--- src/pkg/cbir_params.svh ---
`ifndef CBIR_PARAMS_SVH
`define CBIR_PARAMS_SVH
// ************************************************************
// Register offsets
// ************************************************************
`define CBIR_OFS_FUNC_ROUTE 8'h03
`define CBIR_OFS_CSC_STATUS 8'h04
`define CBIR_OFS_CSC_CONFIG 8'h05
`define CBIR_OFS_GLOBAL_CTL 8'h1E
`define CBIR_OFS_MODE_CTL 8'h3B
`define CBIR_OFS_INT_LINE 8'h3C
`define CBIR_OFS_CB_EVENT 8'h40
`define CBIR_OFS_CB_MASK 8'h44
`define CBIR_OFS_EXT_CTL1 8'hD0
// ************************************************************
// Field positions and reset values
// ************************************************************
`define CBIR_CSC_ROUTE_LSB 4
`define CBIR_CLR_BY_WRITE_BIT 2
`define CBIR_LEVEL_ALL_BIT 2
`define CBIR_IRQ14_LEVEL_BIT 3
`define CBIR_EXT_ROUTE_LSB 10
`define CBIR_EXT_SERIAL_BIT 16
`define CBIR_CB_CINT_EN_BIT 2
`define CBIR_REG8_RST 8'h00
`define CBIR_INT_LINE_RST 8'hFF
`define CBIR_EXT_CTL1_RST 32'h00000000
// ************************************************************
// Pin vector layout and serial timing counts
// ************************************************************
`define CBIR_PIN_DETECT 0
`define CBIR_PIN_BVD1 1
`define CBIR_PIN_BVD2 2
`define CBIR_PIN_RDY_IREQ 3
`define CBIR_PIN_CSTSCHG 4
`define CBIR_PIN_CINT 5
`define CBIR_PIN_CHAIN_IN 6
`define CBIR_PIN_CLKRUN 7
`define CBIR_PIN_SERIAL 8
`define CBIR_PIN_W 9
`define CBIR_START_MIN_CLKS 4
`define CBIR_STOP_MIN_CLKS 2
`define CBIR_SLOT_CLKS 3
`define CBIR_SLOT_COUNT 17
`endif

--- src/pkg/cbir_pkg.sv ---
package cbir_pkg;
  typedef enum logic [1:0] {
    CBIR_MODE_ISA,
    CBIR_MODE_PCPCI,
    CBIR_MODE_SERIAL,
    CBIR_MODE_RSVD
  } cbir_mode_e;
  typedef enum logic [1:0] {
    CBIR_SER_IDLE,
    CBIR_SER_START,
    CBIR_SER_SLOTS,
    CBIR_SER_STOP
  } cbir_ser_state_e;
endpackage

--- src/logic/cbir_router.sv ---
`timescale 1ns/10ps
`include "cbir_params.svh"
// ************************************************************
// Card bridge interrupt router
// ************************************************************
// Summary of operation
// - Steer card interrupt to ten ISA IRQs
// - IRQ group selectable edge or level mode
// - IRQ14 level while others stay edge
// - IRQ pins float until routing valid
// - Functional route from routing register low nibble
// - Masked events raise no interrupt
// - INTA# open drain, pulls low only
// - Interrupt line nibble routes to INTA#
// - CardBus events always signalled on INTA#
// - Two-bit field picks 16-bit signalling mode
// - Chain output ANDs own and input levels
// - Clock-run pin requests clock restart
// - INTC# is chain output, INTD# input
// - Serialized line replicates each internal IRQ
// - Packet: start, interrupt slots, stop
// - Fixed slot length, start four-to-eight
// - Slots ascend IRQ0 to channel check
// - Internal IRQs treated active high
// - Stop only after channel check slot
// - IRQ5 pin serial line, IRQ7 unused
// - Extended control selects routing and serial
// - Sources: card IREQ and status changes
// - 16-bit flags clear by read or write
module cbir_router #(
  parameter int SYNC_STAGES = 2
) (
  input wire logic clk, // Bus clock, 125 MHz
  input wire logic rst_b, // System reset input, async
  input wire logic [7:0] reg_addr, // Register offset
  input wire logic reg_wr, // Write strobe
  input wire logic reg_rd, // Read strobe
  input wire logic [31:0] reg_wdata, // Write data
  output logic [31:0] reg_rdata, // Read data, registered
  input wire logic card_is_cardbus, // Thirty-two-bit card present
  input wire logic [`CBIR_PIN_W-1:0] pins_i, // Raw asynchronous pins
  output logic [15:0] isa_irq_o, // ISA IRQ drive values
  output logic [15:0] isa_irq_oe_b, // Low while driving
  output logic inta_o, // INTA# drive value
  output logic inta_oe_b, // Low while pulling INTA#
  output logic serial_chain_output_o, // INTC# value
  output logic serial_chain_output_oe_b, // Low while driving INTC#
  output logic clkrun_o, // Clock-run drive value
  output logic clkrun_oe_b // Low while holding clock
);
  logic [`CBIR_PIN_W-1:0] sync_q [SYNC_STAGES];
  logic [`CBIR_PIN_W-1:0] prev_q;
  logic [7:0] func_route_q, csc_cfg_q, global_ctl_q, mode_ctl_q;
  logic [7:0] int_line_q, cb_mask_q;
  logic [31:0] ext_ctl_q;
  logic [3:0] csc_flags_q, csc_flags_d;
  logic [1:0] cb_flags_q, cb_flags_d;
  logic [15:0] isa_o_q, isa_oe_b_q, isa_o_d, isa_oe_b_d;
  logic inta_oe_b_q, chain_q, chain_oe_b_q, clkrun_oe_b_q;
  logic [31:0] rdata_q;
  logic ser_o, ser_oe_b;

  generate
    if (SYNC_STAGES < 2)
    begin : g_bad
      $error("cbir_router: SYNC_STAGES must be at least 2");
    end
  endgenerate

  function automatic logic valid_irq(input logic [3:0] n);
    valid_irq = n inside {4'h3, 4'h4, 4'h5, 4'h7, 4'h9, 4'hA, 4'hB, 4'hC, 4'hE, 4'hF};
  endfunction

  function automatic logic hit(input logic [7:0] addr, input logic [7:0] ofs);
    hit = addr == ofs;
  endfunction

  // ************************************************************
  // Pin synchronisers
  // ************************************************************
  genvar s;
  generate
    for (s = 0; s < SYNC_STAGES; s++)
    begin : g_sync
      always_ff @(posedge clk or negedge rst_b)
      begin
        if (!rst_b) sync_q[s] <= '1;
        else if (s == 0) sync_q[s] <= pins_i;
        else sync_q[s] <= sync_q[(s == 0) ? 0 : s - 1];
      end
    end
  endgenerate

  wire [`CBIR_PIN_W-1:0] pin_s = sync_q[SYNC_STAGES-1];

  always_ff @(posedge clk or negedge rst_b)
  begin
    if (!rst_b) prev_q <= '1;
    else prev_q <= pin_s;
  end

  wire [`CBIR_PIN_W-1:0] pin_chg = pin_s ^ prev_q;

  // ************************************************************
  // Register decode
  // ************************************************************
  wire wr_func = reg_wr && hit(reg_addr, `CBIR_OFS_FUNC_ROUTE);
  wire wr_stat = reg_wr && hit(reg_addr, `CBIR_OFS_CSC_STATUS);
  wire wr_cfg = reg_wr && hit(reg_addr, `CBIR_OFS_CSC_CONFIG);
  wire wr_gctl = reg_wr && hit(reg_addr, `CBIR_OFS_GLOBAL_CTL);
  wire wr_mode = reg_wr && hit(reg_addr, `CBIR_OFS_MODE_CTL);
  wire wr_line = reg_wr && hit(reg_addr, `CBIR_OFS_INT_LINE);
  wire wr_cbev = reg_wr && hit(reg_addr, `CBIR_OFS_CB_EVENT);
  wire wr_cbmk = reg_wr && hit(reg_addr, `CBIR_OFS_CB_MASK);
  wire wr_ext = reg_wr && hit(reg_addr, `CBIR_OFS_EXT_CTL1);
  wire rd_stat = reg_rd && hit(reg_addr, `CBIR_OFS_CSC_STATUS);

  always_ff @(posedge clk or negedge rst_b)
  begin
    if (!rst_b)
    begin
      func_route_q <= `CBIR_REG8_RST;
      csc_cfg_q <= `CBIR_REG8_RST;
      global_ctl_q <= `CBIR_REG8_RST;
      mode_ctl_q <= `CBIR_REG8_RST;
      int_line_q <= `CBIR_INT_LINE_RST;
      cb_mask_q <= `CBIR_REG8_RST;
      ext_ctl_q <= `CBIR_EXT_CTL1_RST;
    end
    else
    begin
      if (wr_func) func_route_q <= reg_wdata[7:0];
      if (wr_cfg) csc_cfg_q <= reg_wdata[7:0];
      if (wr_gctl) global_ctl_q <= reg_wdata[7:0];
      if (wr_mode) mode_ctl_q <= reg_wdata[7:0];
      if (wr_line) int_line_q <= reg_wdata[7:0];
      if (wr_cbmk) cb_mask_q <= reg_wdata[7:0];
      if (wr_ext) ext_ctl_q <= reg_wdata;
    end
  end

  // ************************************************************
  // Event flags
  // ************************************************************
  wire clr_by_write = global_ctl_q[`CBIR_CLR_BY_WRITE_BIT];
  wire is16 = !card_is_cardbus;
  wire [3:0] csc_set = {pin_chg[`CBIR_PIN_DETECT],
                        pin_chg[`CBIR_PIN_RDY_IREQ] & is16,
                        pin_chg[`CBIR_PIN_BVD2] & is16,
                        pin_chg[`CBIR_PIN_BVD1] & is16};
  wire [1:0] cb_set = {pin_chg[`CBIR_PIN_DETECT] & card_is_cardbus,
                       pin_chg[`CBIR_PIN_CSTSCHG] & pin_s[`CBIR_PIN_CSTSCHG]
                         & card_is_cardbus};
  // Read-clear only when write-clear is off; a new event still wins
  wire [3:0] csc_clr = clr_by_write ? (wr_stat ? reg_wdata[3:0] : 4'h0)
                                    : (rd_stat ? 4'hF : 4'h0);
  wire [1:0] cb_clr = wr_cbev ? reg_wdata[1:0] : 2'h0;

  assign csc_flags_d = (csc_flags_q & ~csc_clr) | csc_set;
  assign cb_flags_d = (cb_flags_q & ~cb_clr) | cb_set;

  always_ff @(posedge clk or negedge rst_b)
  begin
    if (!rst_b)
    begin
      csc_flags_q <= 4'h0;
      cb_flags_q <= 2'h0;
    end
    else
    begin
      csc_flags_q <= csc_flags_d;
      cb_flags_q <= cb_flags_d;
    end
  end

  // ************************************************************
  // Routing and mode decode
  // ************************************************************
  wire [3:0] func_route = func_route_q[3:0];
  wire [3:0] csc_route = csc_cfg_q[`CBIR_CSC_ROUTE_LSB+:4];
  wire [2:0] ext_route = ext_ctl_q[`CBIR_EXT_ROUTE_LSB+:3];
  wire ext_serial = ext_ctl_q[`CBIR_EXT_SERIAL_BIT];
  wire [1:0] mode_fld = mode_ctl_q[1:0];
  wire serial_mode = (mode_fld == 2'(cbir_pkg::CBIR_MODE_SERIAL)) || ext_serial;
  wire pcpci_mode = (mode_fld == 2'(cbir_pkg::CBIR_MODE_PCPCI)) && !serial_mode;
  wire isa_mode = (mode_fld == 2'(cbir_pkg::CBIR_MODE_ISA)) && !serial_mode;
  wire level_all = mode_ctl_q[`CBIR_LEVEL_ALL_BIT];
  wire irq14_level = mode_ctl_q[`CBIR_IRQ14_LEVEL_BIT];
  wire pci_route_en = int_line_q[3:0] != 4'hF;

  wire csc_req = |(csc_flags_q & csc_cfg_q[3:0]);
  wire cint_act = !pin_s[`CBIR_PIN_CINT] && card_is_cardbus;
  wire cb_req = |(cb_flags_q & cb_mask_q[1:0])
              | (cint_act & cb_mask_q[`CBIR_CB_CINT_EN_BIT]);
  wire func_req = !pin_s[`CBIR_PIN_RDY_IREQ] && is16 && valid_irq(func_route);
  wire csc16_isa = is16 && valid_irq(csc_route);
  // CardBus sources reach the ISA IRQs only through the serialized ext_route slot
  wire inta_assert = cb_req || (csc_req && is16 && !csc16_isa && pci_route_en);
  wire [3:0] pci_slot = {1'b1, ext_route};

  logic [15:0] irq_vec;
  logic [15:0] pin_used;
  genvar n;
  generate
    for (n = 0; n < 16; n++)
    begin : g_irq
      // Internal IRQs are active high whatever the pin polarity
      assign irq_vec[n] = (func_req && func_route == 4'(n))
                        || (csc_req && csc16_isa && csc_route == 4'(n))
                        || (serial_mode && ext_route != 3'h0 && inta_assert
                            && pci_slot == 4'(n));
      assign pin_used[n] = (valid_irq(func_route) && func_route == 4'(n))
                         || (valid_irq(csc_route) && csc_route == 4'(n));
      wire lvl = level_all || (irq14_level && n == 14);
      assign isa_o_d[n] = (serial_mode && n == 5) ? ser_o
                        : (lvl ? !irq_vec[n] : irq_vec[n]);
      assign isa_oe_b_d[n] = (serial_mode && n == 5) ? ser_oe_b
                           : !(isa_mode && pin_used[n]);
    end
  endgenerate

  // ************************************************************
  // Serialized IRQ engine
  // ************************************************************
  cbir_irq_serializer u_ser (
    .clk(clk),
    .rst_b(rst_b),
    .enable(serial_mode),
    .line_s(pin_s[`CBIR_PIN_SERIAL]),
    .irq_vec(irq_vec),
    .line_o(ser_o),
    .line_oe_b(ser_oe_b),
    .frame_busy()
  );

  // ************************************************************
  // Pin outputs
  // ************************************************************
  wire own_b = !(|irq_vec);
  wire chain_d = pin_s[`CBIR_PIN_CHAIN_IN] & own_b;
  // Clock stop request seen high; pull low to keep clock for a pending IRQ
  wire clkrun_hold = pcpci_mode && !own_b && pin_s[`CBIR_PIN_CLKRUN];

  always_ff @(posedge clk or negedge rst_b)
  begin
    if (!rst_b)
    begin
      isa_o_q <= 16'h0000;
      isa_oe_b_q <= 16'hFFFF;
      inta_oe_b_q <= 1'b1;
      chain_q <= 1'b1;
      chain_oe_b_q <= 1'b1;
      clkrun_oe_b_q <= 1'b1;
    end
    else
    begin
      isa_o_q <= isa_o_d;
      isa_oe_b_q <= isa_oe_b_d;
      inta_oe_b_q <= !inta_assert;
      chain_q <= chain_d;
      chain_oe_b_q <= !pcpci_mode;
      clkrun_oe_b_q <= !clkrun_hold;
    end
  end

  assign isa_irq_o = isa_o_q;
  assign isa_irq_oe_b = isa_oe_b_q;
  assign inta_o = 1'b0;
  assign inta_oe_b = inta_oe_b_q;
  assign serial_chain_output_o = chain_q;
  assign serial_chain_output_oe_b = chain_oe_b_q;
  assign clkrun_o = 1'b0;
  assign clkrun_oe_b = clkrun_oe_b_q;

  // ************************************************************
  // Read path
  // ************************************************************
  wire [31:0] rd_mux =
      hit(reg_addr, `CBIR_OFS_FUNC_ROUTE) ? {24'h000000, func_route_q}
    : hit(reg_addr, `CBIR_OFS_CSC_STATUS) ? {28'h0000000, csc_flags_q}
    : hit(reg_addr, `CBIR_OFS_CSC_CONFIG) ? {24'h000000, csc_cfg_q}
    : hit(reg_addr, `CBIR_OFS_GLOBAL_CTL) ? {24'h000000, global_ctl_q}
    : hit(reg_addr, `CBIR_OFS_MODE_CTL) ? {24'h000000, mode_ctl_q}
    : hit(reg_addr, `CBIR_OFS_INT_LINE) ? {24'h000000, int_line_q}
    : hit(reg_addr, `CBIR_OFS_CB_EVENT) ? {30'h0000000, cb_flags_q}
    : hit(reg_addr, `CBIR_OFS_CB_MASK) ? {24'h000000, cb_mask_q}
    : hit(reg_addr, `CBIR_OFS_EXT_CTL1) ? ext_ctl_q
    : 32'h00000000;

  always_ff @(posedge clk or negedge rst_b)
  begin
    if (!rst_b) rdata_q <= 32'h00000000;
    else if (reg_rd) rdata_q <= rd_mux;
  end

  assign reg_rdata = rdata_q;

  // ************************************************************
  // Checks
  // ************************************************************
  property p_inta_follows;
    @(posedge clk) disable iff (!rst_b)
    inta_assert |=> !inta_oe_b;
  endproperty
  a_inta_follows: assert property (p_inta_follows) else $error("INTA# not pulled");

  property p_masked_quiet;
    @(posedge clk) disable iff (!rst_b)
    (csc_cfg_q[3:0] == 4'h0) && (cb_mask_q[2:0] == 3'h0) |=> inta_oe_b;
  endproperty
  a_masked_quiet: assert property (p_masked_quiet) else $error("masked event on INTA#");

  property p_float_invalid;
    @(posedge clk) disable iff (!rst_b)
    !valid_irq(func_route) && !valid_irq(csc_route) && !serial_mode |=> &isa_irq_oe_b;
  endproperty
  a_float_invalid: assert property (p_float_invalid) else $error("IRQ pin driven early");

  property p_irq7_unused;
    @(posedge clk) disable iff (!rst_b)
    serial_mode |=> isa_irq_oe_b[7];
  endproperty
  a_irq7_unused: assert property (p_irq7_unused) else $error("IRQ7 driven serial");

  property p_chain_and;
    @(posedge clk) disable iff (!rst_b)
    pcpci_mode |=> !serial_chain_output_oe_b && (serial_chain_output_o == $past(chain_d));
  endproperty
  a_chain_and: assert property (p_chain_and) else $error("chain output wrong");

  property p_set_wins;
    @(posedge clk) disable iff (!rst_b)
    csc_set[0] && rd_stat |=> csc_flags_q[0];
  endproperty
  a_set_wins: assert property (p_set_wins) else $error("event lost on clear");

  property p_cb_read_keeps;
    @(posedge clk) disable iff (!rst_b)
    reg_rd && !reg_wr && (cb_flags_q != 2'h0) |=> (cb_flags_q & $past(cb_flags_q)) == $past(cb_flags_q);
  endproperty
  a_cb_read_keeps: assert property (p_cb_read_keeps) else $error("CardBus flag read-cleared");

  property p_irq14_level;
    @(posedge clk) disable iff (!rst_b)
    isa_mode && irq14_level && !level_all && pin_used[14] && pin_used[3]
      |=> (isa_irq_o[14] == !$past(irq_vec[14])) && (isa_irq_o[3] == $past(irq_vec[3]));
  endproperty
  a_irq14_level: assert property (p_irq14_level) else $error("IRQ14 mix broken");
endmodule

--- src/logic/cbir_irq_serializer.sv ---
`timescale 1ns/10ps
`include "cbir_params.svh"
module cbir_irq_serializer #(
  parameter int SLOT_CLKS = `CBIR_SLOT_CLKS,
  parameter int SLOTS = `CBIR_SLOT_COUNT
) (
  input wire logic clk, // Bus clock
  input wire logic rst_b, // Async reset
  input wire logic enable, // Serialized mode on
  input wire logic line_s, // Synchronised line level
  input wire logic [15:0] irq_vec, // Internal IRQs, active high
  output logic line_o, // Line drive value
  output logic line_oe_b, // Low while driving
  output logic frame_busy // Inside start..stop
);
  cbir_pkg::cbir_ser_state_e state_q, state_d;
  logic [3:0] low_cnt_q;
  logic [4:0] slot_q;
  logic [1:0] phase_q;
  logic drive_q;

  generate
    if (SLOT_CLKS < 2 || SLOT_CLKS > 4 || SLOTS < 17 || SLOTS > 31)
    begin : g_bad
      $error("cbir_irq_serializer: unsupported slot parameters");
    end
  endgenerate

  function automatic logic slot_level(input logic [4:0] slot, input logic [15:0] vec);
    // Slot 2 is SMI and slot 16 the channel check; neither is ours
    slot_level = (slot < 5'h10) && (slot != 5'h02) && vec[slot[3:0]];
  endfunction

  wire phase_last = phase_q == 2'(SLOT_CLKS - 1);
  wire slot_last = slot_q == 5'(SLOTS - 1);
  wire start_ok = low_cnt_q >= 4'(`CBIR_START_MIN_CLKS);
  wire stop_ok = low_cnt_q >= 4'(`CBIR_STOP_MIN_CLKS);
  wire in_sample = (state_q == cbir_pkg::CBIR_SER_SLOTS) && (phase_q == 2'h0);
  wire drive_d = enable && in_sample && slot_level(slot_q, irq_vec);

  always_comb
  begin
    state_d = state_q;
    unique case (state_q)
      cbir_pkg::CBIR_SER_IDLE:
        if (!line_s) state_d = cbir_pkg::CBIR_SER_START;
      cbir_pkg::CBIR_SER_START:
        // Start may be 4, 6 or 8 clocks; shorter lows are slot noise
        if (line_s) state_d = start_ok ? cbir_pkg::CBIR_SER_SLOTS : cbir_pkg::CBIR_SER_IDLE;
      cbir_pkg::CBIR_SER_SLOTS:
        if (phase_last && slot_last) state_d = cbir_pkg::CBIR_SER_STOP;
      cbir_pkg::CBIR_SER_STOP:
        // Host may add platform slots before stop; one-clock lows ignored
        if (line_s && stop_ok) state_d = cbir_pkg::CBIR_SER_IDLE;
    endcase
    if (!enable) state_d = cbir_pkg::CBIR_SER_IDLE;
  end

  always_ff @(posedge clk or negedge rst_b)
  begin
    if (!rst_b)
    begin
      state_q <= cbir_pkg::CBIR_SER_IDLE;
      low_cnt_q <= 4'h0;
      drive_q <= 1'b0;
    end
    else
    begin
      state_q <= state_d;
      low_cnt_q <= line_s ? 4'h0 : (low_cnt_q == 4'hF ? 4'hF : low_cnt_q + 4'h1);
      drive_q <= drive_d;
    end
  end

  always_ff @(posedge clk or negedge rst_b)
  begin
    if (!rst_b)
    begin
      slot_q <= 5'h00;
      phase_q <= 2'h0;
    end
    else if (state_q != cbir_pkg::CBIR_SER_SLOTS)
    begin
      slot_q <= 5'h00;
      phase_q <= 2'h0;
    end
    else
    begin
      phase_q <= phase_last ? 2'h0 : phase_q + 2'h1;
      slot_q <= phase_last ? slot_q + 5'h01 : slot_q;
    end
  end

  assign line_o = 1'b0;
  assign line_oe_b = ~drive_q;
  assign frame_busy = state_q != cbir_pkg::CBIR_SER_IDLE;

  property p_drive_in_slot;
    @(posedge clk) disable iff (!rst_b)
    !line_oe_b |-> $past(in_sample);
  endproperty
  a_drive_in_slot: assert property (p_drive_in_slot) else $error("drive outside slot");

  property p_short_start;
    @(posedge clk) disable iff (!rst_b)
    (state_q == cbir_pkg::CBIR_SER_START) && line_s && !start_ok && enable
      |=> state_q == cbir_pkg::CBIR_SER_IDLE;
  endproperty
  a_short_start: assert property (p_short_start) else $error("short start taken");

  property p_slot_step;
    @(posedge clk) disable iff (!rst_b)
    (state_q == cbir_pkg::CBIR_SER_SLOTS) && phase_last && !slot_last && enable
      |=> slot_q == $past(slot_q) + 5'h01;
  endproperty
  a_slot_step: assert property (p_slot_step) else $error("slot order broken");
endmodule

--- config.mk ---
export PLATFORM = sky130hd
export DESIGN_NAME = cbir_router
export DESIGN_NICKNAME = d
export VERILOG_FILES = /design/src/pkg/cbir_pkg.sv /design/src/logic/cbir_router.sv /design/src/logic/cbir_irq_serializer.sv
export VERILOG_INCLUDE_DIRS = /design/src /design/src/pkg
export SDC_FILE = /design/constraint.sdc
export NUM_CORES = 1
export LEC_CHECK = 0
export BUFFER_PORTS_ARGS = -buffer_cell sky130_fd_sc_hd__buf_4
export CAP_MARGIN = 0
export CORE_ASPECT_RATIO = 1.75
export CORE_MARGIN = 2
export CORE_UTILIZATION = 50
export CTS_BUF_LIST = sky130_fd_sc_hd__clkbuf_8
export CTS_CLUSTER_SIZE = 20
export DETAILED_ROUTE_END_ITERATION = 16
export PLACE_DENSITY = 0.78
export SLEW_MARGIN = 20
export SYNTH_ARGS = -nofsm -noshare
export SYNTH_HDL_FRONTEND = slang
export SYNTH_SLANG_ARGS = --single-unit
--- constraint.sdc ---
create_clock -name clk -period 2.6 [get_ports clk]
set_clock_uncertainty 0.2 [all_clocks]
set_input_delay 0.65 -clock clk [delete_from_list [all_inputs] [get_ports clk]]
set_output_delay 0.65 -clock clk [all_outputs]
set_load 0.005 [all_outputs]
==> results of run 1 <==
stage by stage:
step	std cells	setup WS (ps)	hold WS, ps	utilization (%)
6_report	1041	94.2	60.8	62.1
5_1_grt	1041	2.68	42.8	62.1
4_1_cts	1039	45.2	46.0	61.9
3_5_place_dp	1006	-225	147	59.4
3_3_place_gp	1006	-171	146	59.4
2_1_floorplan	684	52.1	145	-
layer usage:
| layer | wire, um | track usage, % |
|---|---|---|
| met1 | 7350 | 25.9 |
| met2 | 11600 | 43.2 |
| met3 | 673 | 4.02 |
| met4 | 1120 | 14.0 |
| met5 | 0 | 0 |
area by class of cell:
cell class | count | area, sq um
fill | 1291 | 6180
clock buffer | 17 | 234
multi-input combinational | 440 | 3220
sequential | 191 | 4840
clock inverter | 15 | 153
timing repair buffer | 178 | 1400
inverter | 8 | 30.0
tap | 192 | 240
cells in the final DEF (no fill, tap or decap), types with 17 or more instances in the layout:
| cell | n |
|---|---|
| o2bb2ai_1 | 26 |
| a21oi_1 | 18 |
| o21ai_0 | 28 |
| clkbuf_8 | 18 |
| buf_4 | 172 |
| a22oi_1 | 17 |
| dfstp_2 | 51 |
| mux2_2 | 80 |
| nor2_1 | 42 |
| nand2_1 | 55 |
| dfrtp_1 | 140 |
flip-flops by register name (all words and copies together), names as in the netlist, 2 cells and up:
name             flops
ext_ctl_q           32
reg_rdata           32
isa_irq_o           16
isa_irq_oe_b        16
pin_s                9
sync_q               9
cb_mask_q            8
csc_cfg_q            8
func_route_q         8
global_ctl_q         8
int_line_q           8
mode_ctl_q           8
prev_q               5
u_ser.slot_q         5
csc_flags_q          4
u_ser.low_cnt_q      4
cb_flags_q           2
u_ser.phase_q        2
u_ser.state_q        2
cell families (layout without fill, tap and decap cells):
logic type | count (synthesis) | count (layout)
buf+inv | 53 | 218
mux | 82 | 82
fa+ha+maj | 4 | 4
xor+xnor | 19 | 19
compound gates | 145 | 145
simple gates | 182 | 182
other cells | 2 | 8
flops | 191 | 191
path summary, 6_finish.rpt:
| kind | from | to | slack [ps] | cells after the start |
|---|---|---|---|---|
| setup / recovery | cb_flags_q[1]$_DFF_PN0_ | clkrun_oe_b$_DFF_PN1_ | 90 | 6 |
| hold / removal | pins_i[8] | sync_q[17]$_DFF_PN1_ | 60 | 1 |
| setup reg to reg | cb_flags_q[1]$_DFF_PN0_ | clkrun_oe_b$_DFF_PN1_ | 90 | 6 |
| hold reg to reg | sync_q[9]$_DFF_PN1_ | pin_s[0]$_DFF_PN1_ | 160 | 0 |
| max in group asynchronous | rst_b | pin_s[8]$_DFF_PN1_ | 1020 | 3 |
| min in group asynchronous | rst_b | isa_irq_o[14]$_DFF_PN0_ | 500 | 2 |
power breakdown:
group | total [mW] | switching, mW | internal, mW
Combinational | 0.464 | 0.245 | 0.219
Clock | 1.91 | 1.12 | 0.792
Sequential | 3.20 | 0.0877 | 3.11
Total | 5.57 | 1.45 | 4.12
critical path: cells and delay by family (launching register included):
kind	cells	cell delay, ps
DFF	1	440
and+or+nand+nor	1	580
AOI/OAI and AO/OA	5	1210
what timing repair did:
action / 4_1_cts / 5_1_grt
hold endpoints to repair: 36 / 0
setup buffers: 0 / 2
setup endpoints to repair: 0 / 2
hold buffers: 1 / 0
gates resized for setup: 0 / 3
==> impl_metrics.toml, run 1 <==
[synthesis]
synth_top_area_share_pct = 42.5
async_flop_share_pct = 100
yosys.area_share.simple_pct = 11.6
muxShareOfSynthArea_pct = 11.2
yosysWarningCount = 0
synth_edf_count = 0
synth_ff_type = "dfrtp_1"
synth_area_sq_um = 8250
synth_top_family_by_area = "compound AO/OA/AOI/OAI gates"
synthXorXnorAreaFrac_pct = 2.02
synth_common_cells = "dfrtp_1, mux2_2, nand2_1"
yosys-top-cells-area = "dfrtp_1, dfstp_2, mux2_2, o2bb2ai_1, nand2_1"
ys_types = 71
yosysSeqAreaShare_pct = 58.7
synthCells = 678
synth_compound_area_share_pct = 13.0
synth_top_area_cell = "dfrtp_1"
synth_most_common_cell = "dfrtp_1"
synth-adder-area-share_pct = 0.607
avgSynthCellArea_sq_um = 12.2
ys_seq_elements = 191

[clock_network]
cts_tree = "built"
numCtsBuffers = 17
clockBufferDepth = 2
clk_pin_slew_ps = 110
clock-sinks = 191
cts_max_level = 4
cts_root_buffer = "clkbuf_8"
clk_latency_ps = 480

[timing]
rsz0062_at_grt = "no"
fin_crit_sh_pct = 96.4
clock.fmax_ghz = 0.399
relSlewSlack_pct = 46.9
tightest_slew_ps = 797
fin_setup_tns_ps = 0
setup_viol_count_final = 0
hold_violations = 0
finalCriticalPeriod_ps = 2510
drv_slew = 0

[power_and_ir_drop]
p_leak_nw = 4.69
vdd_drop_max_mv = 0.264
total_power_mw = 5.57
pwr_density_cell_nw_per_um2 = 551

[floorplan]
die_h_um = 174
dieArea_sq_um = 17600
ios = 124
rows = 62
start_util_pct = 50.6
design.core.area_sq_um = 16300
die_width_um = 101

[place]
place_area_sq_um = 9680
place_congestion = 0.945
io_buffers = 121
dpl.hpwl_um = 15400

[setup_path]
crit_chain = "a22oi_1 > o21ai_0 > a31oi_4 > o21ai_0 > or4_1 > o2111ai_1"
crit_top_cell = "o21ai_0"
crit_arrival_ps = 2710
slowest_stage = "or4_1"
cp_max_fo = 11
critPathKind = "register to register"
end_kind = "register"
cpPeakStageDelay_ps = 580
critPathRequiredTime_ps = 2800
start_kind = "register"

[hold_path]
hold_class = "input pin to register"

[drt]
drc_errors = 0
vias = 6120
drt_wl_total_um = 20700
routedWlPerCell_um = 19.9
avgViaCountPerCell = 5.88
drt_iter0_markers = 296
postRouteAntennaNets = 0
drtPass1Iterations = 5

[cells_and_area]
drive_above_1_share_pct = 42.2
syn2layout_area_growth_pct = 22.6
nets = 894
final_cell_area_sq_um = 10100
antennaDiodeCount = 0

[grt]
grt_usage_pct = 24.1
antenna_found_initial = 0
grt_pass1_wl_um = 32600
grt_max_degree = 57
gr-total-overflow = 0
grt_pass1_vias = 6239

[status]
status = "finished clean"

[run]
cap_violations = 0
(Power assumes the default switching activity.)
==> run 2, diff against run 1 <==
--- a/config.mk
+++ b/config.mk
@@ -8,7 +8,7 @@
 export LEC_CHECK = 0
 export BUFFER_PORTS_ARGS = -buffer_cell sky130_fd_sc_hd__buf_4
 export CAP_MARGIN = 0
-export CORE_ASPECT_RATIO = 1.75
+export CORE_ASPECT_RATIO = 1.4
 export CORE_MARGIN = 2
 export CORE_UTILIZATION = 50
 export CTS_BUF_LIST = sky130_fd_sc_hd__clkbuf_8
==> run 2 against run 1 <==
Effect of this change: register-to-register slack about the same; setup slack improved by 11 ps; critical path type unchanged; critical path depth is 1 higher; via count up 0.26%; clock-buffer cell count increased by 1; largest cell class unchanged; die area is 0.15% lower.
==> impl_metrics.toml, run 2 (synthesized netlist as in run 1, its figures left out) <==
[drt]
met1_length_um = 7830
drt_wl_total_um = 20700
met2_length_um = 11200
postRouteAntennaNets = 0
vias = 6136
routedWlPerCell_um = 19.6
drtPass1Iterations = 7
met3RoutedLength_um = 907
drc_errors = 0
avgViaCountPerCell = 5.83
dr.max_layer_used = "met4"
drt_iter0_markers = 327

[cells_and_area]
nFillCells = 1289
final_cell_mix = "buf_4, dfrtp_1, mux2_2, nand2_1, dfstp_2"
syn2layout_area_growth_pct = 23.8
final_util_pct = 63.2
antennaDiodeCount = 0
final_common_cell = "buf_4"
nets = 899
drive_above_1_share_pct = 42.6
ff_latch_area_sq_um = 4840
multi_input_area_sq_um = 3240
instances_no_fill = 1053

[setup_path]
critPathRequiredTime_ps = 2790
start_kind = "register"
critPathKind = "register to register"
reg2reg_depth = 7
end_kind = "register"
cp_max_fo = 6
crit_arrival_ps = 2690

[timing]
rsz0062_at_grt = "no"
drv_slew = 0
finalCriticalPeriod_ps = 2490
whs_ps = 79.3
tightest_slew_ps = 605
clock.fmax_ghz = 0.401
hold_violations = 0
fin_crit_sh_pct = 96.0
relSlewSlack_pct = 59.5
setup_viol_count_final = 0

[hold_path]
worst_hold_path.num_cells = 1
hold_class = "input pin to register"

[clock_network]
postCtsSetupRepairBufs = 0
cts_tree = "built"
clk_latency_ps = 470
clock-sinks = 191
cts_root_buffer = "clkbuf_8"
clockBufferDepth = 2
cts_max_level = 4
clk_pin_slew_ps = 90
numCtsBuffers = 17

[floorplan]
dieArea_sq_um = 17600
ios = 124
rows = 55
start_util_pct = 51.0
die_width_um = 113
design.core.area_sq_um = 16200
die_h_um = 156

[place]
place_congestion = 0.981
dpl.hpwl_um = 15100
place_inst = 1019
io_buffers = 121

[grt]
grt_pass1_vias = 6479
grt_usage_pct = 24.3
antenna_found_initial = 0
gr-total-overflow = 0
grt_max_degree = 63
grt_pass1_wl_um = 33400

[power_and_ir_drop]
pwr_density_cell_nw_per_um2 = 565
p_leak_nw = 4.73
vdd_drop_max_mv = 0.340

[status]
status = "finished clean"

[run]
cap_violations = 0
## run 2: changes by cell type in the layout (fill, tap and decap cells not counted), moves of 2 or more
cell,before,now
a22oi_1,17,15
clkinv_2,1,3
a22oi_2,1,3
buf_4,172,176
inv_8,4,0
clkinv_4,4,1
bufinv_16,1,4
## run 2: final cells by class
type | instances | share of cell area (%)
timing repair buffer | 182 | 13.9
multi-input combinational | 441 | 31.7
clock buffer | 18 | 2.42
sequential | 191 | 47.4
tap | 199 | 2.44
clock inverter | 14 | 1.82
inverter | 8 | 0.294
## run 2: layer usage
metal,up-vias,track usage [%]
met1,3093,28.8
li1,2780,-
met3,56,4.23
met2,207,42.6
met5,-,0
met4,0,11.8
## run 2: metrics by stage
step	setup WS (ps)	total power, mW	instance area (sq um)	TNS, ps
after global placement	-167	3.69	9730	-1460
after detailed placement	-195	3.71	9730	-2350
after CTS	9.48	5.82	10200	0
final	105	5.77	10200	0
after floorplan	52.1	3.42	8270	0
after global routing	28.0	6.01	10200	0
## run 2: critical path, stage by stage (launching register included)
cell and delay, ps:
dfrtp_1 430, a22oi_2 220, a21oi_2 140, buf_4 190, a32oi_1 250, o311ai_1 170
or4_1 580, o2111ai_1 230
## run 2: worst paths after layout
check | startpoint | end | slack [ps]
worst max-delay path | csc_cfg_q[1]$_DFFE_PN0P_ | clkrun_oe_b$_DFF_PN1_ | 110
worst min-delay path | pins_i[5] | sync_q[14]$_DFF_PN1_ | 80
worst max register to register | csc_cfg_q[1]$_DFFE_PN0P_ | clkrun_oe_b$_DFF_PN1_ | 110
worst min register to register | sync_q[15]$_DFF_PN1_ | pin_s[6]$_DFF_PN1_ | 160
max in group asynchronous | rst_b | ext_ctl_q[23]$_DFFE_PN0P_ | 940
min in group asynchronous | rst_b | ext_ctl_q[4]$_DFFE_PN0P_ | 450
## run 2: power by group
group | switching, mW | internal, mW
clock | 1.02 | 1.07
combinational | 0.257 | 0.220
sequential | 0.0828 | 3.11
## run 2: timing repair
| item | CTS | global route |
|---|---|---|
| endpoints found under the hold margin | 25 | 0 |
| cloned | 0 | 1 |
| resized for setup | 2 | 5 |
| pin swaps | 1 | 0 |
| endpoints found under the setup margin | 1 | 2 |
| hold buffers | 1 | 0 |
